**config.mk**
```make
export PLATFORM = sky130hd
export DESIGN_NAME = vad_decoder
export DESIGN_NICKNAME = d
export VERILOG_FILES = /design/src/inc/vad_pkg.sv /design/src/design/vad_decoder.sv
export SDC_FILE = /design/constraint.sdc
export NUM_CORES = 1
export LEC_CHECK = 0
export BUFFER_PORTS_ARGS = -buffer_cell sky130_fd_sc_hd__buf_4
export CORE_MARGIN = 2
export CORE_UTILIZATION = 34
export DETAILED_ROUTE_END_ITERATION = 7
export HOLD_SLACK_MARGIN = 0.02
export MAX_ROUTING_LAYER = met4
export PLACE_DENSITY = 0.63
export SETUP_SLACK_MARGIN = 0.3
export SYNTH_ARGS = -nofsm -noshare
export SYNTH_HDL_FRONTEND = slang
export SYNTH_SLANG_ARGS = --single-unit
```
**constraint.sdc**
```tcl
create_clock -name clk_i -period 5.9 [get_ports clk_i]
set_input_delay 0.59 -clock clk_i [delete_from_list [all_inputs] [get_ports clk_i]]
set_output_delay 0.59 -clock clk_i [all_outputs]
set_load 0.02 [all_outputs]
```
**src/inc/vad_pkg.sv**
```systemverilog
// Package of the virtual area decoder: register map, field positions,
// reset values and the core request/answer carriers.
// Assumes one 25 MHz clock shared by the core, the decoder and Wishbone.
package vad_pkg;

    ////////////////////////////////////////////////////////////////////////
    // Register byte offsets
    localparam logic [7:0] VAD_OFS_CTRL = 8'h00;
    localparam logic [7:0] VAD_OFS_STATUS = 8'h04;
    localparam logic [7:0] VAD_OFS_FAULT = 8'h08;
    localparam logic [7:0] VAD_OFS_TLB_HI = 8'h0c;
    localparam logic [7:0] VAD_OFS_TLB_LO = 8'h10;
    localparam logic [7:0] VAD_OFS_TLB_LOAD = 8'h14;

    // cache_control_reg fields
    localparam int VAD_CC_RAM_EN = 0;
    localparam int VAD_CC_CACHE_MAPPED = 1;
    localparam int VAD_CC_CACHE_FIXED = 2;
    localparam int VAD_CC_WT_MAPPED = 3;
    localparam int VAD_CC_WT_FIXED = 4;
    localparam int VAD_CC_EXT_VARIANT = 5;
    localparam int VAD_CC_MMU_EN = 6;
    localparam logic [6:0] VAD_CC_RESET = 7'h00;

    // Status fields: sticky flags, then last area code
    localparam int VAD_ST_ADDR_ERR = 0;
    localparam int VAD_ST_TLB_MISS = 1;
    localparam int VAD_ST_PROT_ERR = 2;
    localparam int VAD_ST_AREA_LSB = 8;

    // Translation entry staging fields
    localparam int VAD_HI_VALID = 0;
    localparam int VAD_HI_SIZE4K = 1;
    localparam int VAD_LO_PRIV_WR = 0;
    localparam int VAD_LO_USER_RD = 1;
    localparam int VAD_LO_USER_WR = 2;
    localparam int VAD_TLB_ENTRIES = 4;

    // Area boundaries, taken from virtual address bits 31..29
    localparam logic [2:0] VAD_TOP_FIXC = 3'h4;
    localparam logic [2:0] VAD_TOP_FIXU = 3'h5;
    localparam logic [2:0] VAD_TOP_HIGH = 3'h6;
    localparam logic [2:0] VAD_TOP_CTRL = 3'h7;
    localparam logic [7:0] VAD_RAM_TOP = 8'h7f;

    typedef enum logic [2:0] {
        AREA_LOW = 3'b000,
        AREA_FIXC = 3'b001,
        AREA_FIXU = 3'b010,
        AREA_HIGH = 3'b011,
        AREA_CTRL = 3'b100,
        AREA_USER = 3'b101
    } vad_area_e;

    typedef struct packed {
        logic valid;
        logic [31:0] addr;
        logic write;
        logic priv;
    } vad_req_s;

    typedef struct packed {
        logic valid;
        logic [28:0] paddr;
        logic cacheable;
        logic write_through;
        logic onchip_ram;
        logic ctrl_space;
        logic addr_err;
        logic tlb_miss;
        logic prot_err;
    } vad_resp_s;

    typedef struct packed {
        logic valid;
        logic size4k;
        logic [21:0] vpn;
        logic [18:0] ppn;
        logic [2:0] rights;
    } vad_tlb_s;

endpackage : vad_pkg

```
**src/design/vad_decoder.sv**
```systemverilog
// Virtual area decoder: splits core virtual addresses into areas,
// translates mapped areas through a small software-loaded buffer.
// Assumes a core on the same clock and a classic Wishbone master.
//
// What this block does
// - Takes 32-bit virtual addresses over a 4 GB space split in fixed areas.
// - Translation pages are 1 KB or 4 KB, translated one page at a time.
// - Privileged mode has five areas; low and high mapped areas are paged.
// - Enabled RAM window 7F000000-7FFFFFFF selects on-chip RAM, no translation.
// - Low mapped area writes are write-back or write-through per control reg.
// - Fixed cached area maps directly by clearing address bit 31.
// - Fixed cached area is cacheable when the control reg enables it.
// - Base variant writes fixed cached area through; later variant selects.
// - Fixed uncached area maps directly by clearing bits 31, 30 and 29.
// - Fixed uncached area is never cacheable.
// - Fixed areas skip the translation buffer and never miss.
// - Control space area goes to on-chip control registers.
// - User mode reaches only 00000000-7FFFFFFF, paged.
// - User area has the same on-chip RAM window as the low area.
// - User access at 80000000-FFFFFFFF is blocked with address error.
// - Page rights are set apart for privileged and user; violations flagged.
// - A missing translation raises an exception; software loads the entry.
// - Upper three physical bits are dropped, leaving 29-bit physical space.
// - Mapped areas search the buffer; a hit gives address and page rights.
// - Mode bit zero means user, one means privileged.
module vad_decoder (
    input wire logic clk_i,
    input wire logic rst_i,
    input wire vad_pkg::vad_req_s req_i,
    output vad_pkg::vad_resp_s resp_o,
    input wire logic wb_cyc_i,
    input wire logic wb_stb_i,
    input wire logic wb_we_i,
    input wire logic [7:0] wb_adr_i,
    input wire logic [3:0] wb_sel_i,
    input wire logic [31:0] wb_dat_i,
    output logic [31:0] wb_dat_o,
    output logic wb_ack_o
);
    import vad_pkg::*;

    ////////////////////////////////////////////////////////////////////////
    // Functions

    function automatic logic [31:0] merge_sel(input logic [31:0] old_v,
                                              input logic [31:0] new_v,
                                              input logic [3:0] sel);
        logic [31:0] r;
        r = old_v;
        for (int b = 0; b < 4; b++) begin
            if (sel[b]) begin
                r[b*8 +: 8] = new_v[b*8 +: 8];
            end
        end
        return r;
    endfunction : merge_sel

    function automatic logic tlb_hit(input vad_tlb_s e, input logic [31:0] va);
        logic h;
        h = 1'b0;
        if (e.valid) begin
            if (e.size4k) begin
                h = (e.vpn[21:2] == va[31:12]);
            end else begin
                h = (e.vpn == va[31:10]);
            end
        end
        return h;
    endfunction : tlb_hit

    function automatic logic [28:0] tlb_phys(input vad_tlb_s e, input logic [31:0] va);
        logic [28:0] p;
        if (e.size4k) begin
            p = {e.ppn[18:2], va[11:0]};
        end else begin
            p = {e.ppn, va[9:0]};
        end
        return p;
    endfunction : tlb_phys

    // Physical space is 29 bits wide; the top three bits only form shadows
    function automatic logic [28:0] shadow_phys(input logic [31:0] pa);
        return pa[28:0];
    endfunction : shadow_phys

    // Single-lane control writes only count when byte lane 0 is enabled
    function automatic logic lane0_write(input logic wr, input logic [7:0] adr,
                                         input logic [3:0] sel, input logic [7:0] ofs);
        return wr && (adr == ofs) && sel[0];
    endfunction : lane0_write

    ////////////////////////////////////////////////////////////////////////
    // Registers

    logic [6:0] cache_control_reg;
    logic [2:0] sticky;
    vad_area_e last_area;
    logic [31:0] fault_addr;
    logic [31:0] stage_hi;
    logic [31:0] stage_lo;
    vad_tlb_s tlb [VAD_TLB_ENTRIES];

    logic wb_req;
    logic wb_wr;
    logic ctrl_wr;
    logic status_wr;
    logic load_wr;
    logic [31:0] next_rdata;

    assign wb_req = wb_cyc_i && wb_stb_i && !wb_ack_o;
    assign wb_wr = wb_req && wb_we_i;
    assign ctrl_wr = lane0_write(wb_wr, wb_adr_i, wb_sel_i, VAD_OFS_CTRL);
    assign status_wr = lane0_write(wb_wr, wb_adr_i, wb_sel_i, VAD_OFS_STATUS);
    assign load_wr = lane0_write(wb_wr, wb_adr_i, wb_sel_i, VAD_OFS_TLB_LOAD);

    ////////////////////////////////////////////////////////////////////////
    // Area decode and translation

    vad_area_e area;
    vad_resp_s next_resp;
    logic [31:0] va;
    logic hit_any;
    logic [28:0] hit_pa;
    logic [2:0] hit_rights;
    logic ram_win;
    logic allowed;
    logic [31:0] fixc_va;
    logic [31:0] fixu_va;

    assign va = req_i.addr;
    assign fixc_va = {1'b0, va[30:0]};
    assign fixu_va = {3'b000, va[28:0]};

    // User mode folds the whole upper half into AREA_USER, the area of its lower half
    always_comb begin
        case (va[31:29])
            VAD_TOP_FIXC: area = AREA_FIXC;
            VAD_TOP_FIXU: area = AREA_FIXU;
            VAD_TOP_HIGH: area = AREA_HIGH;
            VAD_TOP_CTRL: area = AREA_CTRL;
            default: area = req_i.priv ? AREA_LOW : AREA_USER;
        endcase
        if (!req_i.priv && va[31]) begin
            area = AREA_USER;
        end
    end

    // Lowest index wins, so a duplicate load never merges two frames
    always_comb begin
        hit_any = 1'b0;
        hit_pa = '0;
        hit_rights = '0;
        for (int i = 0; i < VAD_TLB_ENTRIES; i++) begin
            if (!hit_any && tlb_hit(tlb[i], va)) begin
                hit_any = 1'b1;
                hit_pa = tlb_phys(tlb[i], va);
                hit_rights = tlb[i].rights;
            end
        end
    end

    // Privileged reads are always allowed; other kinds need their right
    always_comb begin
        if (req_i.priv) begin
            allowed = !req_i.write || hit_rights[VAD_LO_PRIV_WR];
        end else if (req_i.write) begin
            allowed = hit_rights[VAD_LO_USER_WR];
        end else begin
            allowed = hit_rights[VAD_LO_USER_RD];
        end
    end

    assign ram_win = cache_control_reg[VAD_CC_RAM_EN] && (va[31:24] == VAD_RAM_TOP);

    always_comb begin
        next_resp = '0;
        next_resp.valid = req_i.valid;
        // Upper three bits dropped everywhere: shadows alias one location
        next_resp.paddr = shadow_phys(va);
        case (area)
            AREA_FIXC: begin
                next_resp.paddr = shadow_phys(fixc_va);
                next_resp.cacheable = cache_control_reg[VAD_CC_CACHE_FIXED];
                next_resp.write_through = cache_control_reg[VAD_CC_EXT_VARIANT] ?
                    cache_control_reg[VAD_CC_WT_FIXED] : 1'b1;
            end
            AREA_FIXU: begin
                next_resp.paddr = shadow_phys(fixu_va);
                next_resp.cacheable = 1'b0;
            end
            AREA_CTRL: begin
                next_resp.ctrl_space = 1'b1;
            end
            default: begin
                if (!req_i.priv && va[31]) begin
                    next_resp.addr_err = 1'b1;
                end else if (ram_win && area != AREA_HIGH) begin
                    // High mapped area never opens the RAM window
                    next_resp.onchip_ram = 1'b1;
                end else begin
                    next_resp.cacheable = cache_control_reg[VAD_CC_CACHE_MAPPED];
                    next_resp.write_through = cache_control_reg[VAD_CC_WT_MAPPED];
                    if (cache_control_reg[VAD_CC_MMU_EN]) begin
                        // A refused access must never allocate a cache line
                        if (!hit_any) begin
                            next_resp.tlb_miss = 1'b1;
                            next_resp.cacheable = 1'b0;
                        end else if (!allowed) begin
                            next_resp.prot_err = 1'b1;
                            next_resp.cacheable = 1'b0;
                        end else begin
                            next_resp.paddr = hit_pa;
                        end
                    end
                end
            end
        endcase
        if (!req_i.valid) begin
            next_resp = '0;
        end
    end

    // One-cycle answer, one per request cycle
    always_ff @(posedge clk_i) begin
        if (rst_i) begin
            resp_o <= '0;
        end else begin
            resp_o <= next_resp;
        end
    end

    ////////////////////////////////////////////////////////////////////////
    // Fault record: set by hardware, write-one-to-clear, set wins

    logic [2:0] fault_set;
    assign fault_set = {next_resp.prot_err, next_resp.tlb_miss, next_resp.addr_err};

    always_ff @(posedge clk_i) begin
        if (rst_i) begin
            sticky <= '0;
        end else begin
            if (status_wr) begin
                sticky <= (sticky & ~wb_dat_i[2:0]) | fault_set;
            end else begin
                sticky <= sticky | fault_set;
            end
        end
    end

    // Faulting address kept so the miss handler can refill the entry
    always_ff @(posedge clk_i) begin
        if (rst_i) begin
            fault_addr <= '0;
        end else if (req_i.valid && |fault_set) begin
            fault_addr <= va;
        end
    end

    // Area of the latest request, shown in the status word
    always_ff @(posedge clk_i) begin
        if (rst_i) begin
            last_area <= AREA_LOW;
        end else if (req_i.valid) begin
            last_area <= area;
        end
    end

    ////////////////////////////////////////////////////////////////////////
    // Control and translation buffer loading

    always_ff @(posedge clk_i) begin
        if (rst_i) begin
            cache_control_reg <= VAD_CC_RESET;
        end else if (ctrl_wr) begin
            cache_control_reg <= wb_dat_i[6:0];
        end
    end

    always_ff @(posedge clk_i) begin
        if (rst_i) begin
            stage_hi <= '0;
        end else if (wb_wr && wb_adr_i == VAD_OFS_TLB_HI) begin
            stage_hi <= merge_sel(stage_hi, wb_dat_i, wb_sel_i);
        end
    end

    always_ff @(posedge clk_i) begin
        if (rst_i) begin
            stage_lo <= '0;
        end else if (wb_wr && wb_adr_i == VAD_OFS_TLB_LO) begin
            stage_lo <= merge_sel(stage_lo, wb_dat_i, wb_sel_i);
        end
    end

    // Entries only change by software load; reset empties them all
    // A reload is seen by the request of the following cycle
    always_ff @(posedge clk_i) begin
        if (rst_i) begin
            for (int i = 0; i < VAD_TLB_ENTRIES; i++) begin
                tlb[i] <= '0;
            end
        end else if (load_wr) begin
            tlb[wb_dat_i[1:0]] <= '{
                valid: stage_hi[VAD_HI_VALID],
                size4k: stage_hi[VAD_HI_SIZE4K],
                vpn: stage_hi[31:10],
                ppn: stage_lo[28:10],
                rights: stage_lo[2:0]
            };
        end
    end

    ////////////////////////////////////////////////////////////////////////
    // Wishbone read mux and acknowledge

    always_comb begin
        next_rdata = '0;
        case (wb_adr_i)
            VAD_OFS_CTRL: next_rdata = {25'h0, cache_control_reg};
            VAD_OFS_STATUS: next_rdata = {21'h0, last_area, 5'h0, sticky};
            VAD_OFS_FAULT: next_rdata = fault_addr;
            VAD_OFS_TLB_HI: next_rdata = stage_hi;
            VAD_OFS_TLB_LO: next_rdata = stage_lo;
            default: next_rdata = '0;
        endcase
    end

    // Unmapped offsets still acknowledge so a stray access never hangs
    always_ff @(posedge clk_i) begin
        if (rst_i) begin
            wb_ack_o <= 1'b0;
        end else begin
            wb_ack_o <= wb_req;
        end
    end

    // Read data only stands beside the acknowledge, zero otherwise
    always_ff @(posedge clk_i) begin
        if (rst_i) begin
            wb_dat_o <= '0;
        end else begin
            wb_dat_o <= (wb_req && !wb_we_i) ? next_rdata : 32'h0;
        end
    end

endmodule : vad_decoder

```
Yosys cells after proc, flatten, opt, wreduce, memory -nomap -nowiden. Memory sizes are Yosys's and may differ from the RTL's. Index checks and enable logic that the tools add are counted.

Bits in registers: 179. Memories kept: 1. Memory bits (writable): 184. Logic and storage cells: 156. Input port bits: 84. Output and inout bits: 70.

Eq/ne operators: 22. Bitwise logic cells: 6. Reduce and logical (&&, ||, !) cells: 43. Muxes and demuxes: 61.

Memories: tlb (depth 4, width 46, rd ports 4, clocked after memory_dff 0, write ports 4, RTL line vad_decoder.sv:101) `vad_tlb_s tlb [VAD_TLB_ENTRIES];`.

Operator list (count): two-way mux 29 bit (6); one-hot mux 32 bit (5 select lines) (1); equality test 22 bit (4); equality test 20 bit (4); one-hot mux 30 bit (2 select lines) (1); two-way mux 12 bit (4); two-way mux 46 bit (1); OR reduction 46 bit (1); two-way mux 37 bit (1); two-way mux 32 bit (1); two-way mux 31 bit (1); two-way mux 1 bit (30); two-way mux 30 bit (1); two-way mux 3 bit (8); logical AND 1 bit (19); equality test 8 x 4 -> 1 bit (second input constant) (2); equality test 8 x 5 -> 1 bit (second input constant) (2); AND reduction 2 bit (8); equality test 3 bit (second input constant) (5); one-hot mux 3 bit (4 select lines) (1); equality test 8 x 3 -> 1 bit (second input constant) (1); equality test 8 x 7 -> 1 bit (second input constant) (1); zero test 8 bit (1); two-way mux 2 bit (4); other kinds (13) (24).

Longest topological paths before layout. An unclocked memory read counts as a cell.

Depth after elaboration: 25. Depth in mapped cells: 13. Depth with buffers taken out: 9.

Least setup slack after synthesis. No wires, ideal clock.

Path type: in2reg. Start: input port wb_stb_i. End: memory tlb[3][0] (netlist bit) (enable). Cell stages on the path: 5. Slack: 0.865 ns. Arrival time: 4.517 ns. Path through: nand3b_1 nor2_1 and2_1 nand2_1 o31ai_1.

RTL lines: from (decl) (RTL line vad_decoder.sv:32) `input wire logic wb_stb_i,`; to (decl) (RTL line vad_decoder.sv:101).

==> flow_metrics.tcl <==
set metrics [dict create \
    status "finished clean" \
    areaGrowthSynthToFinish_pct 18.6 \
    min_to "resp_o[13]" \
    stdcell_count 2203 \
    top_register "tlb" \
    routed.top_layer "met4" \
    clockRootBuffer "clkbuf_16" \
    first_pass_iters 5 \
    reg2reg_slack_ns 2.03 \
    pwr_density_cell_nw_per_um2 297 \
    yosysMostFrequentCell "and2_1" \
    synthArstFlopShare_pct 0 \
    num_rows 78 \
    wl_met2_mm 22.5 \
    seqCellArea_sq_um 9110 \
    worstSetupEndpointType "flop" \
    wirelength_mm 47.9 \
    dpl.hpwl_mm 33.4 \
    gp_congestion 0.876 \
    ir_worst_vdd_uv 215 \
    cp.required_ns 6.36 \
    rr_endpoint "resp_o[35]" \
    drcViolationCount 0 \
    start_util_pct 34.6 \
    fin_setup_tns_ns 0 \
    p_leak_nw 6.66 \
    top_regs "tlb: 184 flops, resp_o: 37 flops" \
    synth_area_leaders "edfxtp_1 (35%), dfxtp_1 (23%), and2_1 (8.0%)" \
    track_usage_pct 20.5 \
    synth_largest_area_cell "edfxtp_1" \
    overflow 0 \
    path_max_fanout 38 \
    postCtsSetupRepairBufs 0 \
    maxSlewViolCount 0 \
    cts_tree "built" \
    core_area_sq_um 45600 \
    ys_seq_area_share_pct 57.8 \
    grt_pass1_wl_mm 71.0 \
    period_share_pct 65.5 \
    die_y_um 219 \
    htree_levels 2 \
    path_clk_slew_ns 0.06 \
    worstHoldStart "req_i[8]" \
    cts_hold_buf 0 \
    largest_reg_flops 184 \
    ios 154 \
    multi_input_area_sq_um 6160 \
    maxCapViolations 0 \
    synthesis.instances 1466 \
    ant_nets 0 \
    synthTopCellsByCount "and2_1 (201), edfxtp_1 (184), dfxtp_1 (179), nand2_1 (152), nor2_1 (101)" \
    fmax_mhz 259 \
    met3_wirelength_mm 3.14 \
    layout.nets 1654 \
    hold_path_depth 2 \
    cts_resized 0 \
    max-clock-path-buffers 3 \
    clock_skew_ns 0.0339 \
    grt_pass1_vias 11100 \
    fillers 4305 \
    vias_per_cell 5.20 \
    hold_viol 0 \
    die_w_um 219 \
    worstSetupPathType "reg -> reg" \
    portBuffers 153 \
    antenna_found_initial 1 \
    hold_path.class "in -> reg" \
    ys_warn_count 0 \
    rsz0062_at_grt "false" \
    met1Wirelength_mm 20.9 \
    synth_top_area_share_pct 35.1 \
    cts_made_buffers 39 \
    place_inst 2129 \
    fin_crit_ns 3.87 \
    fin_util_pct 41.0 \
    clock_latency_ns 0.57 \
    setup_viol 0 \
    syn-num-nets 1550 \
    maxSlewHeadroom_pct 29.6 \
    reg2reg_depth 9 \
    synth-edff-count 184 \
    tightest_slew_ns 1.05 \
    drt-initial-drc-count 1045 \
    worstPathArrival_ns 4.32 \
    die-area_sq_um 48100 \
    startpoint_type "flop" \
    wl_per_cell_um 21.7 \
    synth.cell_area_sq_um 15700 \
    synth-seq-cells 363 \
    grt_max_degree 69 \
    layout-drive-gt1-share_pct 17.2 \
    syn_avg_cell_area_sq_um 10.7 \
    post_synth_num_cell_types 63 \
    cts_sinks 363 \
    num_vias 11400 \
    synth_top_flop_cell "edfxtp_1" \
    r2r_start "tlb[2][24]" \
]
==> kinds of logic after synthesis <==
logic type / after synthesis / share of synthesized area, %
buffers and inverters: 122 / 3.37
muxes: 73 / 5.00
DFF: 363 / 57.8
and+or+nand+nor: 605 / 19.7
xor gates and xnor gates: 87 / 4.84
AOI/OAI and AO/OA: 216 / 9.28
==> how the worst max path moves through the flow <==
| stage | startpoint | depth (start not counted) | slack [ns] | endpoint |
|---|---|---|---|---|
| 2_1_floorplan | wb_stb_i | 5 | 0.87 | tlb[3][0] |
| 3_3_place_gp | req_i[22] | 10 | 1.68 | resp_o[35] |
| 3_5_place_dp | req_i[14] | 10 | 1.71 | resp_o[35] |
| 4_1_cts | tlb[2][24] | 9 | 2.06 | resp_o[35] |
| 5_1_grt | tlb[2][24] | 9 | 1.75 | resp_o[35] |
| 6_report | tlb[2][24] | 9 | 2.03 | resp_o[35] |
==> power by group <==
group / total, W / switching, W / internal, W
Sequential: 0.00273 / 0.0000270 / 0.00271
Combinational: 0.000321 / 0.000205 / 0.000116
Clock: 0.00250 / 0.00104 / 0.00146
==> cell type report <==
class                           instances  share of cell area, %
Antenna cell                            2                 0.0268
Clock buffer                           53                   5.73
Clock inverter                         19                   1.22
Inverter                                9                  0.181
Multi-Input combinational cell        981                   33.0
Sequential cell                       363                   48.8
Tap cell                              600                   4.02
Timing Repair Buffer                  176                   7.07
==> worst max-delay path: stages, from the launching register on <==
cell,delay [ns]
edfxtp_1,0.38
xnor2_1,0.40
nand4_1,0.15
nor4_1,0.72
o2111ai_1,0.24
a311oi_2,0.34
o22ai_2,0.16
a21oi_4,0.82
nor2_1,0.25
a211oi_1,0.29
==> per-layer routing <==
| metal | vias up | GRT usage (%) |
|---|---|---|
| li1 | 5361 | - |
| met1 | 5582 | 27.0 |
| met2 | 416 | 32.4 |
| met3 | 86 | 3.04 |
| met4 | 0 | 7.05 |
| met5 | - | - |
==> through the flow <==
stage	hold slack (ns)	power (W)	setup WS, ns	area (sq um)
final	0.248	0.00556	2.03	18700
after global routing	0.237	0.00572	1.75	18700
after CTS	0.228	0.00559	2.06	18700
after detailed placement	0.447	0.00311	1.71	17400
after global placement	0.442	0.00310	1.68	17400
after floorplan	0.432	0.00296	0.865	15700
==> layout by cell type, fill, tap and decap left out, drive strengths merged, types with 3 or more instances in the layout <==
cell | synthesis | final
and3 | 7 | 7
a31o | 3 | 3
o211a | 5 | 5
and2 | 201 | 201
edfxtp | 184 | 184
a21oi | 77 | 77
mux2i | 55 | 55
nand2 | 152 | 152
clkbuf | 80 | 53
mux2 | 15 | 15
clkinv | 1 | 8
or4 | 4 | 4
a22o | 7 | 7
nand2b | 5 | 5
dfxtp | 179 | 179
nor4 | 8 | 8
xor2 | 12 | 12
o211ai | 7 | 7
o21ai | 19 | 19
or2 | 4 | 4
inv | 8 | 12
nand4b | 3 | 3
bufinv | 0 | 4
o22ai | 4 | 4
a31oi | 3 | 3
mux4 | 3 | 3
xnor2 | 75 | 75
nand3b | 3 | 3
clkinvlp | 0 | 4
nor2 | 102 | 102
nor3 | 14 | 14
nand3 | 66 | 66
nor3b | 3 | 3
buf | 33 | 176
a211oi | 6 | 6
a22oi | 64 | 64
nor2b | 4 | 4
a221oi | 6 | 6
o2111ai | 3 | 3
nand4 | 24 | 24
No activity file was read; power rests on OpenSTA's default activity.
